**config.mk**
```make
export PLATFORM = sky130hd
export DESIGN_NAME = ts_read_responder
export DESIGN_NICKNAME = d
export VERILOG_FILES = /design/src/ts_reply_pkg.sv /design/src/reply_fmt_if.sv /design/src/lap_counter.sv /design/src/reply_formatter.sv /design/src/ts_read_responder.sv
export SDC_FILE = /design/constraint.sdc
export NUM_CORES = 1
export LEC_CHECK = 0
export BUFFER_PORTS_ARGS = -buffer_cell sky130_fd_sc_hd__buf_4
export CAP_MARGIN = 40
export CORE_AREA = 2 2 271 273
export DETAILED_ROUTE_END_ITERATION = 16
export DIE_AREA = 0 0 273 275
export GPL_ROUTABILITY_DRIVEN = 0
export GPL_TIMING_DRIVEN = 0
export PLACE_DENSITY = 0.5
export RECOVER_POWER = 25
export SLEW_MARGIN = 20
export SYNTH_ARGS = -nofsm -noshare
export SYNTH_HDL_FRONTEND = slang
export SYNTH_SLANG_ARGS = --single-unit
```
**constraint.sdc**
```tcl
create_clock -name sys_clk -period 3.02 [get_ports sys_clk]
set_input_delay 0.302 -clock sys_clk [delete_from_list [all_inputs] [get_ports sys_clk]]
set_output_delay 0.302 -clock sys_clk [all_outputs]
set_load 0.01 [all_outputs]
```
**src/ts_reply_pkg.sv**
```systemverilog
// Constants and types shared by the timestamp-read responder files
package ts_reply_pkg;
  // ==========================================
  // Clock and lap units
  localparam int CLK_PERIOD_NS = 20; // Graphics clock period, 50 MHz
  localparam int QNS_PER_NS = 4; // Lap unit is a quarter nanosecond
  localparam int HIGH_LSB_NS = 1024; // One high-dword step, 1.024 us
  localparam int LAP_W = 64; // Full lap span, wraps freely
  localparam int LOW_W = $clog2(HIGH_LSB_NS * QNS_PER_NS); // Low field width
  localparam int HIGH_W = 32; // High field width
  // Quarter nanoseconds per graphics clock
  localparam logic [LAP_W-1:0] LAP_STEP = LAP_W'(CLK_PERIOD_NS * QNS_PER_NS);
  // ==========================================
  // Message and reply layout
  localparam int PAYLOAD_W = 256; // Request payload width
  localparam int DWORD_W = 32; // One dword
  localparam int HALF_W = 128; // Half of the destination register
  localparam int BYTE_EN_W = 32; // One enable per destination byte
  localparam int HALF_BYTES = 16; // Bytes in one half
  localparam int SEL_POS = 5 * DWORD_W + 31; // Upper-half select, dword 5 bit 31
  localparam int LOW_FIELD_LSB = 20; // Low field sits in bits 31:20
  localparam int MBZ_W = 20; // Zero bits under each low field
  localparam logic [BYTE_EN_W-1:0] LOWER_EN = 32'h0000_FFFF; // Lower half enables
  localparam logic [BYTE_EN_W-1:0] UPPER_EN = 32'hFFFF_0000; // Upper half enables
  // ==========================================
  // APB register map
  localparam int ADDR_W = 8; // Byte address width
  localparam logic [ADDR_W-1:0] REG_CONTROL = 8'h00; // Run and strobes
  localparam logic [ADDR_W-1:0] REG_SAVE_LO = 8'h04; // Saved lap, low word
  localparam logic [ADDR_W-1:0] REG_SAVE_HI = 8'h08; // Saved lap, high word
  localparam logic [ADDR_W-1:0] REG_STATUS = 8'h0C; // Busy and counts
  localparam logic [ADDR_W-1:0] REG_WALL_LO = 8'h10; // Live wall clock, low word
  localparam logic [ADDR_W-1:0] REG_WALL_HI = 8'h14; // Live wall clock, high word
  localparam int CTL_RUN_BIT = 0; // Context running
  localparam int CTL_SAVE_BIT = 1; // Write 1: save context lap
  localparam int CTL_RESTORE_BIT = 2; // Write 1: restore context lap
  localparam int STAT_BUSY_BIT = 0; // Reply in progress
  localparam int STAT_DROP_LSB = 8; // Requests without reply
  localparam int DROP_W = 8;
  localparam int STAT_SERV_LSB = 16; // Replies delivered
  localparam int SERV_W = 16;
  // ==========================================
  // Responder states, Gray along idle-capture-reply
  typedef enum logic [1:0] {
    ST_IDLE = 2'h0,
    ST_CAPTURE = 2'h1,
    ST_REPLY = 2'h3
  } fsm_t;
endpackage : ts_reply_pkg

```
**src/reply_fmt_if.sv**
```systemverilog
// Interface between the responder and its reply formatter
`timescale 1ns/100ps
`default_nettype none
interface reply_fmt_if;
  logic [ts_reply_pkg::LAP_W-1:0] wallLap; // Wall-clock snapshot
  logic [ts_reply_pkg::LAP_W-1:0] ctxLap; // Context lap snapshot
  logic upperHalf; // Reply goes to upper half
  logic [ts_reply_pkg::PAYLOAD_W-1:0] data; // Formatted reply
  logic [ts_reply_pkg::BYTE_EN_W-1:0] byteEn; // Byte write enables
  modport responder(output wallLap, output ctxLap, output upperHalf, input data, input byteEn);
  modport formatter(input wallLap, input ctxLap, input upperHalf, output data, output byteEn);
endinterface : reply_fmt_if
`default_nettype wire

```
**src/lap_counter.sv**
```systemverilog
// Per-context lap counter with restore load
`timescale 1ns/100ps
`default_nettype none
module lap_counter (
  input wire logic sys_clk,
  input wire logic rst_b,
  input wire logic countEn,
  input wire logic loadEn,
  input wire logic [ts_reply_pkg::LAP_W-1:0] loadValue,
  output logic [ts_reply_pkg::LAP_W-1:0] lapValue
);
  // ==========================================
  // State
  typedef struct packed {
    logic [ts_reply_pkg::LAP_W-1:0] lap; // Quarter-ns count
  } ctr_state_t;
  ctr_state_t state_q; // Registered state
  ctr_state_t state_d; // Next state
  // Restore wins over counting so a reload is exact
  always_comb
  begin
    state_d = state_q;
    if (loadEn)
      state_d.lap = loadValue; // [RQ5]
    else if (countEn)
      state_d.lap = state_q.lap + ts_reply_pkg::LAP_STEP; // [RQ4] [RQ16]
  end
  // Register the state
  always_ff @(posedge sys_clk or negedge rst_b)
  begin
    if (!rst_b)
      state_q <= '0;
    else
      state_q <= state_d;
  end
  assign lapValue = state_q.lap;
endmodule : lap_counter
`default_nettype wire

```
**src/reply_formatter.sv**
```systemverilog
// Packs two lap snapshots into one half of a 256-bit reply
`timescale 1ns/100ps
`default_nettype none
module reply_formatter (
  reply_fmt_if.formatter fmt
);
  // ==========================================
  // Half packing: ctx high, ctx low, zeros, wall high, wall low, zeros
  function automatic logic [ts_reply_pkg::HALF_W-1:0] packHalf(
    input logic [ts_reply_pkg::LAP_W-1:0] wall,
    input logic [ts_reply_pkg::LAP_W-1:0] ctx
  );
    packHalf = {ctx[ts_reply_pkg::LOW_W +: ts_reply_pkg::HIGH_W], ctx[ts_reply_pkg::LOW_W-1:0],
                {ts_reply_pkg::MBZ_W{1'b0}},
                wall[ts_reply_pkg::LOW_W +: ts_reply_pkg::HIGH_W], wall[ts_reply_pkg::LOW_W-1:0],
                {ts_reply_pkg::MBZ_W{1'b0}}};
  endfunction : packHalf
  logic [ts_reply_pkg::HALF_W-1:0] half; // Packed reply half
  assign half = packHalf(fmt.wallLap, fmt.ctxLap);
  // Unselected half is zero; its enables are off anyway
  assign fmt.data = fmt.upperHalf ? {half, {ts_reply_pkg::HALF_W{1'b0}}}
                                  : {{ts_reply_pkg::HALF_W{1'b0}}, half};
  // ==========================================
  // One enable per byte, set only in the chosen half
  for (genvar gb = 0; gb < ts_reply_pkg::BYTE_EN_W; gb++)
  begin : g_byteEn
    assign fmt.byteEn[gb] = fmt.upperHalf ? (gb >= ts_reply_pkg::HALF_BYTES)
                                          : (gb < ts_reply_pkg::HALF_BYTES);
  end
endmodule : reply_formatter
`default_nettype wire

```
**src/ts_read_responder.sv**
```systemverilog
// Timestamp-read responder: request port, lap snapshot, reply and APB registers
//
// Chosen here: the placing of the registers and the APB slave port.
`timescale 1ns/100ps
`default_nettype none
// Notes on behaviour
// [RQ1] Each request is one 256-bit payload
// [RQ2] Wall lap ignores context and clock changes
// [RQ3] Wall lap is the shared device timestamp
// [RQ4] Context lap counts clocks while running
// [RQ5] Context lap saved and restored on switches
// [RQ6] Payload dword 5 bit 31 picks half
// [RQ7] Spawn tag bits are ignored
// [RQ8] Requester sends spawn tag only when required
// [RQ9] Reply only when reply flag is set
// [RQ10] Requester always sets the reply flag
// [RQ11] Only selected half written, via enables
// [RQ12] Lower half: dwords 3..0 layout, zeros
// [RQ13] Upper half: dwords 7..4 layout, zeros
// [RQ14] High dword step is 1.024 us
// [RQ15] Low field step is quarter nanosecond
// [RQ16] Laps wrap freely over 64 bits
// [RQ17] Requester keeps reserved bits zero
// [RQ18] High and low parts sampled together
module ts_read_responder (
  input wire logic sys_clk, // Graphics clock
  input wire logic rst_b, // Async reset, active low
  // APB slave
  input wire logic psel, // Slave select
  input wire logic penable, // Access phase
  input wire logic pwrite, // Write when high
  input wire logic [ts_reply_pkg::ADDR_W-1:0] paddr, // Byte address
  input wire logic [31:0] pwdata, // Write data
  output logic [31:0] prdata, // Read data
  output logic pready, // Transfer done
  output logic pslverr, // Unmapped address
  // Device-wide timestamp, quarter-ns units
  input wire logic [ts_reply_pkg::LAP_W-1:0] wallclockIn,
  // Request from a thread
  input wire logic reqValid, // Request offered
  input wire logic [ts_reply_pkg::PAYLOAD_W-1:0] reqPayload, // Message payload
  input wire logic reqReplyWanted, // Descriptor reply flag
  output logic reqReady, // Request can be taken
  // Reply to the thread register file
  output logic replyValid, // Reply held
  output logic [ts_reply_pkg::PAYLOAD_W-1:0] replyData, // Reply register image
  output logic [ts_reply_pkg::BYTE_EN_W-1:0] replyByteEn, // Byte write enables
  input wire logic replyReady // Reply consumed
);
  // ==========================================
  // State
  typedef struct packed {
    ts_reply_pkg::fsm_t fsm; // Responder state
    logic reqReady; // Request port open
    logic upper; // Captured half select
    logic [ts_reply_pkg::LAP_W-1:0] wallSnap; // Wall-clock snapshot
    logic [ts_reply_pkg::LAP_W-1:0] ctxSnap; // Context lap snapshot
    logic replyValid; // Reply pending
    logic [ts_reply_pkg::PAYLOAD_W-1:0] replyData; // Reply image
    logic [ts_reply_pkg::BYTE_EN_W-1:0] replyByteEn; // Reply enables
    logic ctlRun; // Context running
    logic saveStrobe; // Save pulse
    logic restoreStrobe; // Restore pulse
    logic [ts_reply_pkg::LAP_W-1:0] saveVal; // Saved context lap
    logic [ts_reply_pkg::SERV_W-1:0] served; // Replies delivered
    logic [ts_reply_pkg::DROP_W-1:0] dropped; // Requests without reply
    logic pready; // APB ready
    logic pslverr; // APB error
    logic [31:0] prdata; // APB read data
  } resp_state_t;
  resp_state_t state_q; // Registered state
  resp_state_t state_d; // Next state
  logic apbAccess; // APB access phase
  logic take; // Request accepted this cycle
  logic [ts_reply_pkg::LAP_W-1:0] ctxLap; // Live context lap
  reply_fmt_if fmtBus(); // Link to the formatter
  assign apbAccess = psel && penable;
  assign take = (state_q.fsm == ts_reply_pkg::ST_IDLE) && reqValid && state_q.reqReady;
  // ==========================================
  // Register decode, shared by error and write paths
  function automatic logic regHit(input logic [ts_reply_pkg::ADDR_W-1:0] addr);
    case (addr)
      ts_reply_pkg::REG_CONTROL,
      ts_reply_pkg::REG_SAVE_LO,
      ts_reply_pkg::REG_SAVE_HI,
      ts_reply_pkg::REG_STATUS,
      ts_reply_pkg::REG_WALL_LO,
      ts_reply_pkg::REG_WALL_HI: regHit = 1'b1;
      default: regHit = 1'b0;
    endcase
  endfunction : regHit
  // Read mux; wall words are live, so a two-read value may tear
  function automatic logic [31:0] readWord(input logic [ts_reply_pkg::ADDR_W-1:0] addr);
    readWord = 32'h0000_0000;
    case (addr)
      ts_reply_pkg::REG_CONTROL: readWord[ts_reply_pkg::CTL_RUN_BIT] = state_q.ctlRun;
      ts_reply_pkg::REG_SAVE_LO: readWord = state_q.saveVal[31:0];
      ts_reply_pkg::REG_SAVE_HI: readWord = state_q.saveVal[63:32];
      ts_reply_pkg::REG_STATUS:
      begin
        readWord[ts_reply_pkg::STAT_BUSY_BIT] = (state_q.fsm != ts_reply_pkg::ST_IDLE);
        readWord[ts_reply_pkg::STAT_DROP_LSB +: ts_reply_pkg::DROP_W] = state_q.dropped;
        readWord[ts_reply_pkg::STAT_SERV_LSB +: ts_reply_pkg::SERV_W] = state_q.served;
      end
      ts_reply_pkg::REG_WALL_LO: readWord = wallclockIn[31:0];
      ts_reply_pkg::REG_WALL_HI: readWord = wallclockIn[63:32];
      default: readWord = 32'h0000_0000; // Unmapped reads zero
    endcase
  endfunction : readWord
  // ==========================================
  // Next-state logic: APB slave, save/restore, request sequencer
  always_comb
  begin
    state_d = state_q;
    state_d.saveStrobe = 1'b0; // Strobes last one cycle
    state_d.restoreStrobe = 1'b0;
    state_d.pready = 1'b0;
    state_d.pslverr = 1'b0;
    // Answer one cycle into the access phase
    if (apbAccess && !state_q.pready)
    begin
      state_d.pready = 1'b1;
      state_d.pslverr = !regHit(paddr);
      state_d.prdata = readWord(paddr);
    end
    // Writes land only on the completing edge
    if (apbAccess && state_q.pready && pwrite && regHit(paddr))
    begin
      case (paddr)
        ts_reply_pkg::REG_CONTROL:
        begin
          state_d.ctlRun = pwdata[ts_reply_pkg::CTL_RUN_BIT]; // [RQ4]
          state_d.saveStrobe = pwdata[ts_reply_pkg::CTL_SAVE_BIT]; // [RQ5]
          state_d.restoreStrobe = pwdata[ts_reply_pkg::CTL_RESTORE_BIT]; // [RQ5]
        end
        ts_reply_pkg::REG_SAVE_LO: state_d.saveVal[31:0] = pwdata;
        ts_reply_pkg::REG_SAVE_HI: state_d.saveVal[63:32] = pwdata;
        default: state_d.saveVal = state_q.saveVal; // Read-only words
      endcase
    end
    // Hardware save overrides a software write in the same cycle
    if (state_q.saveStrobe)
      state_d.saveVal = ctxLap; // [RQ5]
    // Request sequencer
    case (state_q.fsm)
      ts_reply_pkg::ST_IDLE:
      begin
        state_d.reqReady = 1'b1;
        if (take)
        begin
          // Both laps caught whole in one cycle; spawn tag is not looked at
          state_d.wallSnap = wallclockIn; // [RQ2] [RQ3] [RQ18] [RQ7]
          state_d.ctxSnap = ctxLap; // [RQ18]
          state_d.upper = reqPayload[ts_reply_pkg::SEL_POS]; // [RQ6]
          if (reqReplyWanted)
          begin
            state_d.fsm = ts_reply_pkg::ST_CAPTURE; // [RQ9]
            state_d.reqReady = 1'b0; // [RQ1]
          end
          else
            state_d.dropped = state_q.dropped + 1'b1; // [RQ9]
        end
      end
      ts_reply_pkg::ST_CAPTURE:
      begin
        // Formatter output registered so the reply ports come from flops
        state_d.replyData = fmtBus.data; // [RQ12] [RQ13]
        state_d.replyByteEn = fmtBus.byteEn; // [RQ11]
        state_d.replyValid = 1'b1;
        state_d.fsm = ts_reply_pkg::ST_REPLY;
      end
      ts_reply_pkg::ST_REPLY:
      begin
        // Held until the register file takes it
        if (replyReady)
        begin
          state_d.replyValid = 1'b0;
          state_d.reqReady = 1'b1;
          state_d.served = state_q.served + 1'b1;
          state_d.fsm = ts_reply_pkg::ST_IDLE;
        end
      end
      default:
      begin
        // Illegal code: drop back to idle
        state_d.fsm = ts_reply_pkg::ST_IDLE;
        state_d.replyValid = 1'b0;
        state_d.reqReady = 1'b0;
      end
    endcase
  end
  // Register the state
  always_ff @(posedge sys_clk or negedge rst_b)
  begin
    if (!rst_b)
      state_q <= '0;
    else
      state_q <= state_d;
  end
  // ==========================================
  // Context lap counter and reply formatter
  lap_counter ctxCounter (
    .sys_clk(sys_clk),
    .rst_b(rst_b),
    .countEn(state_q.ctlRun),
    .loadEn(state_q.restoreStrobe),
    .loadValue(state_q.saveVal),
    .lapValue(ctxLap)
  );
  assign fmtBus.wallLap = state_q.wallSnap;
  assign fmtBus.ctxLap = state_q.ctxSnap;
  assign fmtBus.upperHalf = state_q.upper;
  reply_formatter fmtUnit (
    .fmt(fmtBus.formatter)
  );
  // ==========================================
  // Outputs, all from flops
  assign prdata = state_q.prdata;
  assign pready = state_q.pready;
  assign pslverr = state_q.pslverr;
  assign reqReady = state_q.reqReady;
  assign replyValid = state_q.replyValid;
  assign replyData = state_q.replyData;
  assign replyByteEn = state_q.replyByteEn;
  // ==========================================
  // Checks
  logic [ts_reply_pkg::HALF_W-1:0] halfOut; // Selected reply half
  logic [ts_reply_pkg::HALF_W-1:0] halfOff; // Unselected reply half
  assign halfOut = state_q.upper ? replyData[ts_reply_pkg::HALF_W +: ts_reply_pkg::HALF_W]
                                 : replyData[ts_reply_pkg::HALF_W-1:0];
  assign halfOff = state_q.upper ? replyData[ts_reply_pkg::HALF_W-1:0]
                                 : replyData[ts_reply_pkg::HALF_W +: ts_reply_pkg::HALF_W];
endmodule : ts_read_responder
`default_nettype wire

```
## After elaboration in Yosys (flattened, before gate mapping)

Cells that the tools add are included.

| operators by class | value |
|---|---|
| add/sub/neg operators | 3 |
| eq/ne operators | 10 |
| muxes and demuxes | 23 |
| bitwise logic cells | 3 |
| reduce and logical (&&, ||, !) cells | 26 |

Operators by type and width:

| cell | count |
|---|---|
| 256-bit 2-to-1 mux | 1 |
| 64-bit 2-to-1 mux | 3 |
| 132-bit 2-to-1 mux | 1 |
| 24-bit one-hot mux with 5 select lines | 1 |
| 66-bit 2-to-1 mux | 1 |
| 64-bit by 7-bit adder with 64-bit output, second input constant | 1 |
| 32-bit 2-to-1 mux | 2 |
| 34-bit 2-to-1 mux | 1 |
| 7-bit one-hot mux with 4 select lines | 1 |
| 16-bit by 1-bit adder with 16-bit output, second input constant | 1 |
| 8-bit by 4-bit equality test with 1-bit output, second input constant | 2 |
| 8-bit by 5-bit equality test with 1-bit output, second input constant | 2 |
| 2-bit AND reduction | 7 |
| 2-bit nonzero test | 5 |
| 8-bit by 1-bit adder with 8-bit output, second input constant | 1 |
| 8-bit by 3-bit equality test with 1-bit output, second input constant | 1 |
| 8-bit zero test | 1 |
| 1-bit logical AND | 7 |
| 3-bit 2-to-1 mux | 2 |
| 2-bit inequality test, second input constant | 3 |
| 1-bit one-hot mux with 3 select lines | 2 |
| 1-bit one-hot mux with 6 select lines | 1 |
| 2-bit one-hot mux with 3 select lines | 1 |
| 3-bit AND reduction | 2 |
| other kinds (8) | 15 |

| storage, ports and cells | value |
|---|---|
| flip-flop bits (word level) | 595 |
| bits of input ports | 368 |
| output and inout bits | 324 |

## Depth between registers and ports, before layout

Gate-level depths: netlist of run 1.

| depth | value |
|---|---|
| depth in word-level cells | 6 |
| mapped depth | 9 |
| mapped depth without buffers | 7 |

## Hierarchy

A second synthesis of run 1 with hierarchy kept.

| unflattened totals | value |
|---|---|
| cells, all modules | 2,841 |
| area total of the unflattened synthesis | 30,564.3 sq um |

By module, submodules not included:

| module | times used | cells each | area an instance (sq um) |
|---|---|---|---|
| ts_read_responder | 1 | 2,095 | 24,663.7 |
| lap_counter | 1 | 438 | 3,866.2 |
| reply_formatter | 1 | 308 | 2,034.5 |

## Least setup slack after synthesis of run 1

OpenSTA, ideal clock, no wires.

| path | value |
|---|---|
| path kind | reg-to-reg |
| start point | reg ctxCounter.state_q, in the netlist ctxCounter.lapValue[15] |
| end point | reg ctxCounter.state_q, in the netlist ctxCounter.lapValue[39] |
| setup time | 0.125 ns |
| arrival time | 2.302 ns |
| required time | 2.895 ns |
| path slack | 0.594 ns |
| stages on the path, launching flop included | 7 |
| clock period less this slack | 2.426 ns |
| cell sequence | dfrtp_1 -> nand3_2 -> or4_1 -> clkbuf_1 -> or4b_2 -> xnor2_1 -> mux2_2 |

| on the way | value |
|---|---|
| word-level cells in the longest chain between the ends | 3 |

Ends and longest elaborated chain:

| item | RTL line | RTL |
|---|---|---|
| start: declaration | lap_counter.sv:17 | `ctr_state_t state_q;` |
| start signal: assignment | lap_counter.sv:34 | `state_q <= state_d;` |
| 64-bit by 7-bit adder with 64-bit output | lap_counter.sv:26 | `state_d.lap = state_q.lap + ts_reply_pkg::LAP_STEP;` |
| 64-bit 2-to-1 mux | lap_counter.sv:25 | `else if (countEn)` |
| 64-bit 2-to-1 mux | lap_counter.sv:23 | `if (loadEn)` |

Every way passes these cells. The select of a mux whose other input is x is not followed.
A chain may end at the register's enable or synchronous reset.

## Final worst setup path of run 1

| path | value |
|---|---|
| start point | reg ctxCounter.state_q, in the netlist ctxCounter.lapValue[34] |
| end point | reg ctxCounter.state_q, in the netlist ctxCounter.lapValue[56] |

The elaborated chain is that of the path after synthesis.

==> results.ini, run 1 <==
[floorplanning]
rows=99
core_um2=72300
die_h_um=275
io_pins=692
start_util=0.321
die_w_um=273
die_area_um2=75100

[route]
drt_first_pass_iters=6
wire_per_inst_um=20.2
via_count=19000
final_antenna_net_count=0
post-route-drc-count=0
totalWireLength_mm=80.4
drt_iter0_drc=1417
viasPerCell=4.79

[critical_path]
max_stage_delay_ns=0.59
reg2reg_from=ctxCounter.lapValue[34]$_DFFE_PN0N_
reg2reg_depth=7
path_max_fanout=7
crit_type=reg2reg
cp-start-kind=flip-flop
r2r_slack_ns=0.12
path_buf_inv=2
crit_chain=clkbuf_2, nand4_1, or4_1, clkbuf_1, nand4b_1, or4_1, a31oi_1
path_common_cell=or4_1
crit_slowest_cell=or4_1
critical_path_arrival_ns=3.42
timing.rr.end=ctxCounter.lapValue[56]$_DFFE_PN0N_
critPathCaptureType=flip-flop
cp.required_ns=3.54
crit_family=simple AND/OR/NAND/NOR gates

[finish]
drive_gt1_frac=0.297
stdcell_count=3972
nNetsFinal=3343
area_growth_pct=29.8

[run_status]
violations=max-capacitance violations, max-slew violations
outcome=complete, but fails checks

[clock_tree]
clkSinkCount=460
htree_levels=2
clkTransAtPathRegs_ns=0.06
numCtsBuffers=52
clockBufferDepth=3
cts_tree=yes
clkLatencyLatePin_ns=0.60
cts_setup_buffers=0
cts_root_buf=clkbuf_16

[synth]
ys_seq_area_frac=0.496
synth_area_um2=23200
synth-seq-cells=460
ys.flop_type=dfrtp_1
syn_avg_cell_area_um2=9.69
ys_types=50
synth-async-reset-ratio=1.00
yosysWarnings=0
syn_inst=2397
synth-edff-count=0

[global_route]
grt_pass1_wl_mm=118
grt_usage=0.208
grt_pass1_vias=18900
grt.overflow.total=0
grt_max_degree=97
antenna_found_initial=3

[sta]
setup_viol=0
finalMaxSlewViolations=69
rsz0062_at_grt=false
worst_slack_ns=0.118
worst_pin_slew_ns=1.96
fin_crit_sh=0.961
fmax_mhz=345
fin_skew_ns=0.0184
finalCriticalPeriod_ns=2.90
whs_ns=0.0219
timing.slew.headroom=-0.303
hold_violations=0
setup_tns_ns=0

[pwr]
p_total_mw=21.2
ir_drop_uv=434
p_per_area_nw_per_um2=705
leakagePower_nw=13.8

[worst_hold_path]
hold_class=in2reg
min_delay_worst_endpoint=state_q[75]$_DFFE_PN0P_
holdPathStages=3
min_from=pwdata[17]

[place]
dp.cells=3804
io_buffers=355
place_ws_ns=-0.488
dp_hpwl_mm=63.2

[job]
cap_violations=1

[stage by stage]
stage | util | area, um2
after floorplan | - | 23500
after global placement | 0.379 | 27400
after detailed placement | 0.382 | 27600
after CTS | 0.417 | 30200
after global routing | 0.417 | 30100
final | 0.417 | 30100
[timing repair]
action                     4_1_cts  5_1_grt
hold buffers                    73        0
setup endpoints to repair      152       34
gates cloned                     0        0
gates resized for setup          0        6
hold endpoints to repair       145        0
[flip-flops by register name, summed over array words and instances, names as in the netlist]
signal and cells:
state_q 93, prdata 32, fmtBus.ctxLap 44, pready 1
pslverr 1, fmtBus.wallLap 44, replyData 176, ctxCounter.lapValue 64
replyValid 1, reqReady 1, replyByteEn 2, fmtBus.upperHalf 1
[cells by family (layout without fill, tap and decap cells)]
| kind of cell | count (synthesis) | in the layout | share of synthesized area |
|---|---|---|---|
| and+or+nand+nor | 605 | 605 | 0.138 |
| buffers and inverters | 658 | 1193 | 0.159 |
| xor gates and xnor gates | 67 | 67 | 0.0253 |
| DFF | 460 | 460 | 0.496 |
| other | 1 | 82 | 0.000161 |
| adders and majority gates | 6 | 6 | 0.00323 |
| AOI/OAI and AO/OA | 432 | 432 | 0.102 |
| muxes | 168 | 168 | 0.0776 |
[cells in the final DEF, fill, tap and decap left out, drive strengths merged, types with 7 or more instances in the layout]
| master | count |
|---|---|
| buf | 706 |
| or4 | 20 |
| nor4 | 18 |
| xnor2 | 43 |
| nand3 | 166 |
| and3 | 13 |
| clkbuf | 201 |
| nand2 | 166 |
| nor2 | 54 |
| mux2 | 96 |
| dlygate4sd3 | 73 |
| xor2 | 24 |
| clkinv | 10 |
| nand3b | 88 |
| o21ai | 301 |
| dfrtp | 460 |
| nor3 | 14 |
| a21oi | 69 |
| and2 | 7 |
| a31oi | 7 |
| nand4 | 29 |
| a221oi | 32 |
| a22oi | 8 |
| conb | 80 |
| mux2i | 72 |
| nor2b | 9 |
| inv | 192 |
| a22o | 7 |
| bufinv | 7 |
[area by class of cell]
type / count / area, um2
diodes: 2 / 5.00
plain buffers: 464 / 2960
clock buffers: 74 / 1510
clock inverters: 22 / 303
fillers: 7234 / 42200
inverters: 191 / 717
multi-input cells: 1358 / 8330
flip-flops and latches: 460 / 11500
well taps: 959 / 1200
repair buffers: 442 / 3600
[report_power, final]
part | switching, mW | internal, mW | total [mW]
clock network | 2.68 | 4.06 | 6.75
registers | 0.886 | 7.17 | 8.06
logic | 3.38 | 3.06 | 6.43
total | 6.95 | 14.3 | 21.2
[synthesized netlist by cell type, types with 3 or more instances]
cell type,instances,area share
a21oi_1,69,0.015
a221oi_1,32,0.012
a22o_1,7,0.0026
a22oi_1,8,0.0026
a31oi_1,7,0.0019
and2_1,7,0.0019
and3_1,12,0.0032
and4_1,3,0.0011
buf_1,7,0.0011
buf_2,11,0.0024
buf_4,320,0.10
clkbuf_1,128,0.021
dfrtp_1,460,0.50
ha_1,6,0.0032
inv_1,189,0.031
mux2_2,96,0.047
mux2i_1,72,0.031
nand2_1,166,0.027
nand3_1,165,0.036
nand3b_1,88,0.028
nand4_1,28,0.0075
nor2_1,54,0.0087
nor2b_1,9,0.0024
nor3_1,14,0.0030
nor4_1,17,0.0046
o21ai_0,301,0.065
o2bb2ai_1,3,0.0011
o31ai_1,3,0.00097
or3_1,6,0.0016
or4_1,20,0.0065
xnor2_1,43,0.016
xor2_1,24,0.0091
[worst max-delay path by stage]
stage                                                    from                             endpoint  cells after the start
final                     ctxCounter.lapValue[34]$_DFFE_PN0N_  ctxCounter.lapValue[56]$_DFFE_PN0N_                      7
after global routing                 state_q[545]$_DFFE_PN0P_           replyData[228]$_DFFE_PN0P_                      9
after detailed placement             state_q[545]$_DFFE_PN0P_            replyData[21]$_DFFE_PN0P_                     10
after global placement                                  rst_b           replyData[229]$_DFFE_PN0P_                      1
after floorplan           ctxCounter.lapValue[15]$_DFFE_PN0N_  ctxCounter.lapValue[39]$_DFFE_PN0N_                      6
after CTS                            state_q[545]$_DFFE_PN0P_            replyData[21]$_DFFE_PN0P_                      8
[worst reg2reg max path, stage by stage (launching register included)]
cell      delay [ns]
dfrtp_1         0.32
clkbuf_2        0.23
nand4_1         0.28
or4_1           0.55
clkbuf_1        0.23
nand4b_1        0.47
or4_1           0.59
a31oi_1         0.16
[routing by layer]
metal / wire, um / GRT usage
met2: 39900 / 0.359
met5: 27 / 0
met1: 33700 / 0.269
met4: 2570 / 0.0696
met3: 4150 / 0.0293
Power figures use the tool's default switching activity.
==> run 2, diff against run 1 <==
- RECOVER_POWER: 25 -> 50
==> run 2 against run 1 <==
The flow still finishes with violations (max-capacitance violations, max-slew violations). Hold slack worse by 0.0010 ns. Critical endpoint unchanged. Flip-flop and latch count stayed put. Largest power group unchanged. First-iteration DRC count is 0.35% higher.
==> results.ini, run 2 (synthesized netlist as in run 1, its figures left out) <==
[run_status]
outcome=complete, but fails checks  ; unchanged
violations=max-capacitance violations, max-slew violations  ; unchanged

[route]
wire_per_inst_um=20.2  ; about the same
drt_first_pass_iters=6  ; unchanged
post-route-drc-count=0  ; unchanged
final_antenna_net_count=0  ; unchanged
viasPerCell=4.78  ; was 4.79
totalWireLength_mm=80.3  ; was 80.4 mm
drt_iter0_drc=1422  ; was 1417
via_count=19000  ; about the same

[critical_path]
crit_slowest_cell=or4_1  ; unchanged
cp-start-kind=flip-flop  ; unchanged
max_stage_delay_ns=0.58  ; was 0.59 ns
critPathCaptureType=flip-flop  ; unchanged
path_max_fanout=7  ; unchanged
path_common_cell=or4_1  ; unchanged
critical_path_arrival_ns=3.43  ; was 3.42 ns
crit_type=reg2reg  ; unchanged
crit_chain=clkbuf_2, nand4_1, or4_1, clkbuf_1, nand4b_1, or4_1, a31oi_1  ; unchanged
cp.required_ns=3.54  ; about the same

[finish]
area_growth_pct=28.7  ; was 29.8%
final_core_util=0.413  ; was 0.417
largest_reg_flops=176  ; unchanged
num-fill-cells=7299  ; was 7234
stdcell_count=3972  ; unchanged
final_cell_mix=buf_4, dfrtp_1, o21ai_0  ; unchanged
final_common_cell=buf_4  ; unchanged
drive_gt1_frac=0.277  ; was 0.297
nNetsFinal=3343  ; unchanged

[sta]
fin_crit_sh=0.962  ; was 0.961
fmax_mhz=344  ; was 345 MHz
hold_violations=0  ; unchanged
setup_viol=0  ; unchanged
finalCriticalPeriod_ns=2.91  ; was 2.90 ns
whs_ns=0.0209  ; was 0.0219 ns
fin_skew_ns=0.0199  ; was 0.0184 ns
timing.slew.headroom=-0.316  ; was -0.303
worst_pin_slew_ns=1.97  ; was 1.96 ns
finalMaxSlewViolations=69  ; unchanged
rsz0062_at_grt=false  ; unchanged

[global_route]
grt_pass1_vias=18900  ; unchanged
grt_max_degree=97  ; unchanged
grt_pass1_wl_mm=118  ; unchanged
antenna_found_initial=3  ; unchanged
grt_usage=0.208  ; unchanged
grt.overflow.total=0  ; unchanged

[place]
io_buffers=355  ; unchanged
dp.cells=3804  ; unchanged
dp_hpwl_mm=63.2  ; unchanged

[clock_tree]
cts_setup_buffers=0  ; unchanged
cts_tree=yes  ; unchanged
numCtsBuffers=52  ; unchanged
clockBufferDepth=3  ; unchanged
clkTransAtPathRegs_ns=0.06  ; about the same
clkLatencyLatePin_ns=0.61  ; was 0.60 ns
htree_levels=2  ; unchanged
clkSinkCount=460  ; unchanged
cts_root_buf=clkbuf_16  ; unchanged

[floorplanning]
die_area_um2=75100  ; unchanged
core_um2=72300  ; unchanged
die_h_um=275  ; unchanged
io_pins=692  ; unchanged
start_util=0.321  ; unchanged
die_w_um=273  ; unchanged
rows=99  ; unchanged

[pwr]
p_per_area_nw_per_um2=706  ; was 705 nW/um2
leakagePower_nw=13.4  ; was 13.8 nW
ir_drop_uv=430  ; was 434 uV
p_total_mw=21.1  ; was 21.2 mW

[worst_hold_path]
hold_class=in2reg  ; unchanged

[job]
cap_violations=1  ; unchanged

==> run 2: routing by layer <==
layer  GRT usage  share of wire
met1       0.269           0.42
met2       0.359           0.50
met3      0.0293          0.051
met4      0.0696          0.032
met5           0        0.00034
==> run 2: final timing paths <==
kind	startpoint	end	slack, ns	cells after the start
min in group asynchronous	rst_b	replyData[184]$_DFFE_PN0P_	0.80	2
hold / removal	pwdata[17]	state_q[75]$_DFFE_PN0P_	0.02	3
max in group asynchronous	rst_b	replyData[101]$_DFFE_PN0P_	0.48	4
setup / recovery	ctxCounter.lapValue[34]$_DFFE_PN0N_	ctxCounter.lapValue[56]$_DFFE_PN0N_	0.11	7
hold reg to reg	prdata[3]$_DFFE_PN0P_	prdata[3]$_DFFE_PN0P_	0.48	2
setup reg to reg	ctxCounter.lapValue[34]$_DFFE_PN0N_	ctxCounter.lapValue[56]$_DFFE_PN0N_	0.11	7
==> run 2: power breakdown <==
part           leakage, nW  internal, mW  total, mW  switching [mW]
Sequential            5.77          7.17       8.05           0.877
Combinational         6.80          2.93       6.32            3.39
Clock                0.882          4.06       6.74            2.68
==> run 2: area by class of cell <==
type	instances	area [um2]	area share
sequential	460	11500	0.385
multi-input combinational	1358	8330	0.279
timing repair buffer	442	3410	0.114
buffer	464	2910	0.0975
clock buffer	74	1510	0.0503
tap	959	1200	0.0401
inverter	191	717	0.0240
clock inverter	22	303	0.0101
antenna	2	5.00	0.000167
==> run 2: through the flow <==
step	cell area, um2	worst slack (ns)	TNS (ns)
after global placement	27400	-3.24	-1717.47
after global routing	29900	0.00383	0
after detailed placement	27600	-0.488	-36.41
final	29900	0.115	0
after floorplan	23500	0.594	0
after CTS	30200	0.0472	0
==> run 2: critical path: cells and delay by family, from the launching register on <==
| kind | cells | cell delay, ns |
|---|---|---|
| AO/OA/AOI/OAI | 1 | 0.16 |
| buffers and inverters | 2 | 0.46 |
| flip-flops | 1 | 0.32 |
| AND/OR/NAND/NOR | 4 | 1.88 |
==> run 2: what timing repair did <==
| item | in CTS | in global routing |
|---|---|---|
| hold buffers | 73 | 0 |
| endpoints found under the setup margin | 152 | 34 |
| gates cloned | 0 | 0 |
| endpoints found under the hold margin | 145 | 0 |
| resized for setup | 0 | 6 |
| pin swaps | 0 | 0 |
==> run 3, diff against run 2 <==
- SETUP_SLACK_MARGIN: not set -> 0.15
==> run 3 against run 2 <==
The flow still finishes with violations (max-capacitance violations, max-slew violations). Clock power about the same. Flip-flop and latch count is the same. Clock-buffer cell count is the same.
==> results.ini, run 3 (synthesized netlist as in run 1, its figures left out) <==
[critical_path]
critPathCaptureType=flip-flop  ; unchanged
crit_chain=clkbuf_2, nand4_1, or4_1, clkbuf_1, nand4b_1, or4_1, a31oi_1  ; unchanged
crit_type=reg2reg  ; unchanged
path_common_cell=or4_1  ; unchanged
crit_slowest_cell=or4_1  ; unchanged
path_buf_inv=2  ; unchanged
path_max_fanout=7  ; unchanged
cp.required_ns=3.54  ; about the same
crit_family=simple AND/OR/NAND/NOR gates  ; unchanged
cp-start-kind=flip-flop  ; unchanged
critical_path_arrival_ns=3.28  ; was 3.43 ns
max_stage_delay_ns=0.55  ; was 0.58 ns

[route]
totalWireLength_mm=80.4  ; was 80.3 mm
wire_per_inst_um=20.2  ; about the same
post-route-drc-count=0  ; unchanged
final_antenna_net_count=0  ; unchanged
via_count=19100  ; was 19000
viasPerCell=4.79  ; was 4.78
drt_iter0_drc=1399  ; was 1422
drt_first_pass_iters=5  ; was 6

[run_status]
violations=max-capacitance violations, max-slew violations  ; unchanged
outcome=complete, but fails checks  ; unchanged

[finish]
multi_input_area_um2=8340  ; was 8330 um2
drive_gt1_frac=0.284  ; was 0.277
num-fill-cells=7307  ; was 7299
seq_area_um2=11500  ; about the same
final_common_cell=buf_4  ; unchanged
final_cell_mix=buf_4, dfrtp_1, o21ai_0  ; unchanged
area_growth_pct=28.9  ; was 28.7%
stdcell_count=3978  ; was 3972
largest_reg_flops=176  ; unchanged
nNetsFinal=3349  ; was 3343

[floorplanning]
die_w_um=273  ; unchanged
io_pins=692  ; unchanged
start_util=0.321  ; unchanged
die_area_um2=75100  ; unchanged
die_h_um=275  ; unchanged
rows=99  ; unchanged
core_um2=72300  ; unchanged

[global_route]
antenna_found_initial=3  ; unchanged
grt_pass1_vias=18900  ; about the same
grt.overflow.total=0  ; unchanged
grt_pass1_wl_mm=118  ; unchanged
grt_usage=0.208  ; unchanged
grt_max_degree=97  ; unchanged

[sta]
hold_violations=0  ; unchanged
finalCriticalPeriod_ns=2.77  ; was 2.91 ns
fin_crit_sh=0.916  ; was 0.962
timing.slew.headroom=-0.163  ; was -0.316
worst_pin_slew_ns=1.74  ; was 1.97 ns
fmax_mhz=361  ; was 344 MHz
fin_skew_ns=0.0209  ; was 0.0199 ns
worst_slack_ns=0.253  ; was 0.115 ns
setup_viol=0  ; unchanged
finalMaxSlewViolations=74  ; was 69
rsz0062_at_grt=false  ; unchanged

[place]
dp_hpwl_mm=63.2  ; unchanged
place_ws_ns=-0.488  ; unchanged
io_buffers=355  ; unchanged
dp.cells=3804  ; unchanged

[pwr]
leakagePower_nw=13.5  ; was 13.4 nW
ir_drop_uv=430  ; about the same
p_per_area_nw_per_um2=706  ; about the same

[clock_tree]
clkTransAtPathRegs_ns=0.06  ; about the same
clockBufferDepth=3  ; unchanged
clkLatencyLatePin_ns=0.60  ; was 0.61 ns
clkSinkCount=460  ; unchanged
cts_tree=yes  ; unchanged
numCtsBuffers=52  ; unchanged
htree_levels=2  ; unchanged
cts_root_buf=clkbuf_16  ; unchanged

[job]
cap_violations=1  ; unchanged

[worst_hold_path]
hold_class=in2reg  ; unchanged

-- run 3: what timing repair did --
item,4_1_cts,5_1_grt
resized for setup,3,28
setup buffers,0,4
pin swaps,0,1
endpoints found under the setup margin,184,71
endpoints found under the hold margin,145,0
hold buffers,73,0
-- run 3: report_power, final --
group          internal (mW)  switching (mW)  leakage (nW)
clock                   4.06            2.68         0.882
combinational           2.95            3.39          6.84
sequential              7.17           0.885          5.76
-- run 3: layout make-up --
class / count / area share
antenna: 2 / 0.000167
buffer: 466 / 0.0981
clock buffer: 74 / 0.0503
clock inverter: 22 / 0.0101
inverter: 191 / 0.0239
multi-input combinational: 1358 / 0.279
sequential: 460 / 0.385
tap: 959 / 0.0401
timing repair buffer: 446 / 0.114
-- run 3: final timing paths --
path	depth (start not counted)	slack, ns	end	from
max	7	0.25	ctxCounter.lapValue[56]$_DFFE_PN0N_	ctxCounter.lapValue[34]$_DFFE_PN0N_
min	3	0.02	state_q[75]$_DFFE_PN0P_	pwdata[17]
min reg2reg	2	0.48	prdata[3]$_DFFE_PN0P_	prdata[3]$_DFFE_PN0P_
max reg2reg	7	0.25	ctxCounter.lapValue[56]$_DFFE_PN0N_	ctxCounter.lapValue[34]$_DFFE_PN0N_
max in group asynchronous	4	0.57	ctxCounter.lapValue[11]$_DFFE_PN0N_	rst_b
min in group asynchronous	2	0.27	replyData[184]$_DFFE_PN0P_	rst_b
-- run 3: worst reg2reg max path: stages, from the launching register on --
cell	delay [ns]
dfrtp_1	0.32
clkbuf_2	0.23
nand4_1	0.25
or4_1	0.54
clkbuf_1	0.23
nand4b_1	0.40
or4_1	0.55
a31oi_1	0.16
-- run 3: through the flow --
step / area, um2 / power [mW] / util / setup TNS, ns / hold slack, ns
floorplan: 23500 / 11.6 / - / 0 / 0.00641
finish: 29900 / 21.1 / 0.414 / 0 / 0.0229
CTS: 30200 / 21.5 / 0.417 / 0 / 0.00159
global placement: 27400 / 14.4 / 0.379 / -1717.47 / 0.461
detailed placement: 27600 / 14.6 / 0.382 / -36.41 / 0.325
global route: 29900 / 22.3 / 0.414 / 0 / 0.00416
-- run 3: per-layer routing --
metal / wire, um / GRT usage / up-vias
li1: - / - / 8900
met1: 33800 / 0.269 / 9463
met2: 40100 / 0.359 / 574
met3: 3980 / 0.0293 / 123
met4: 2480 / 0.0696 / 4
met5: 27 / 0 / -
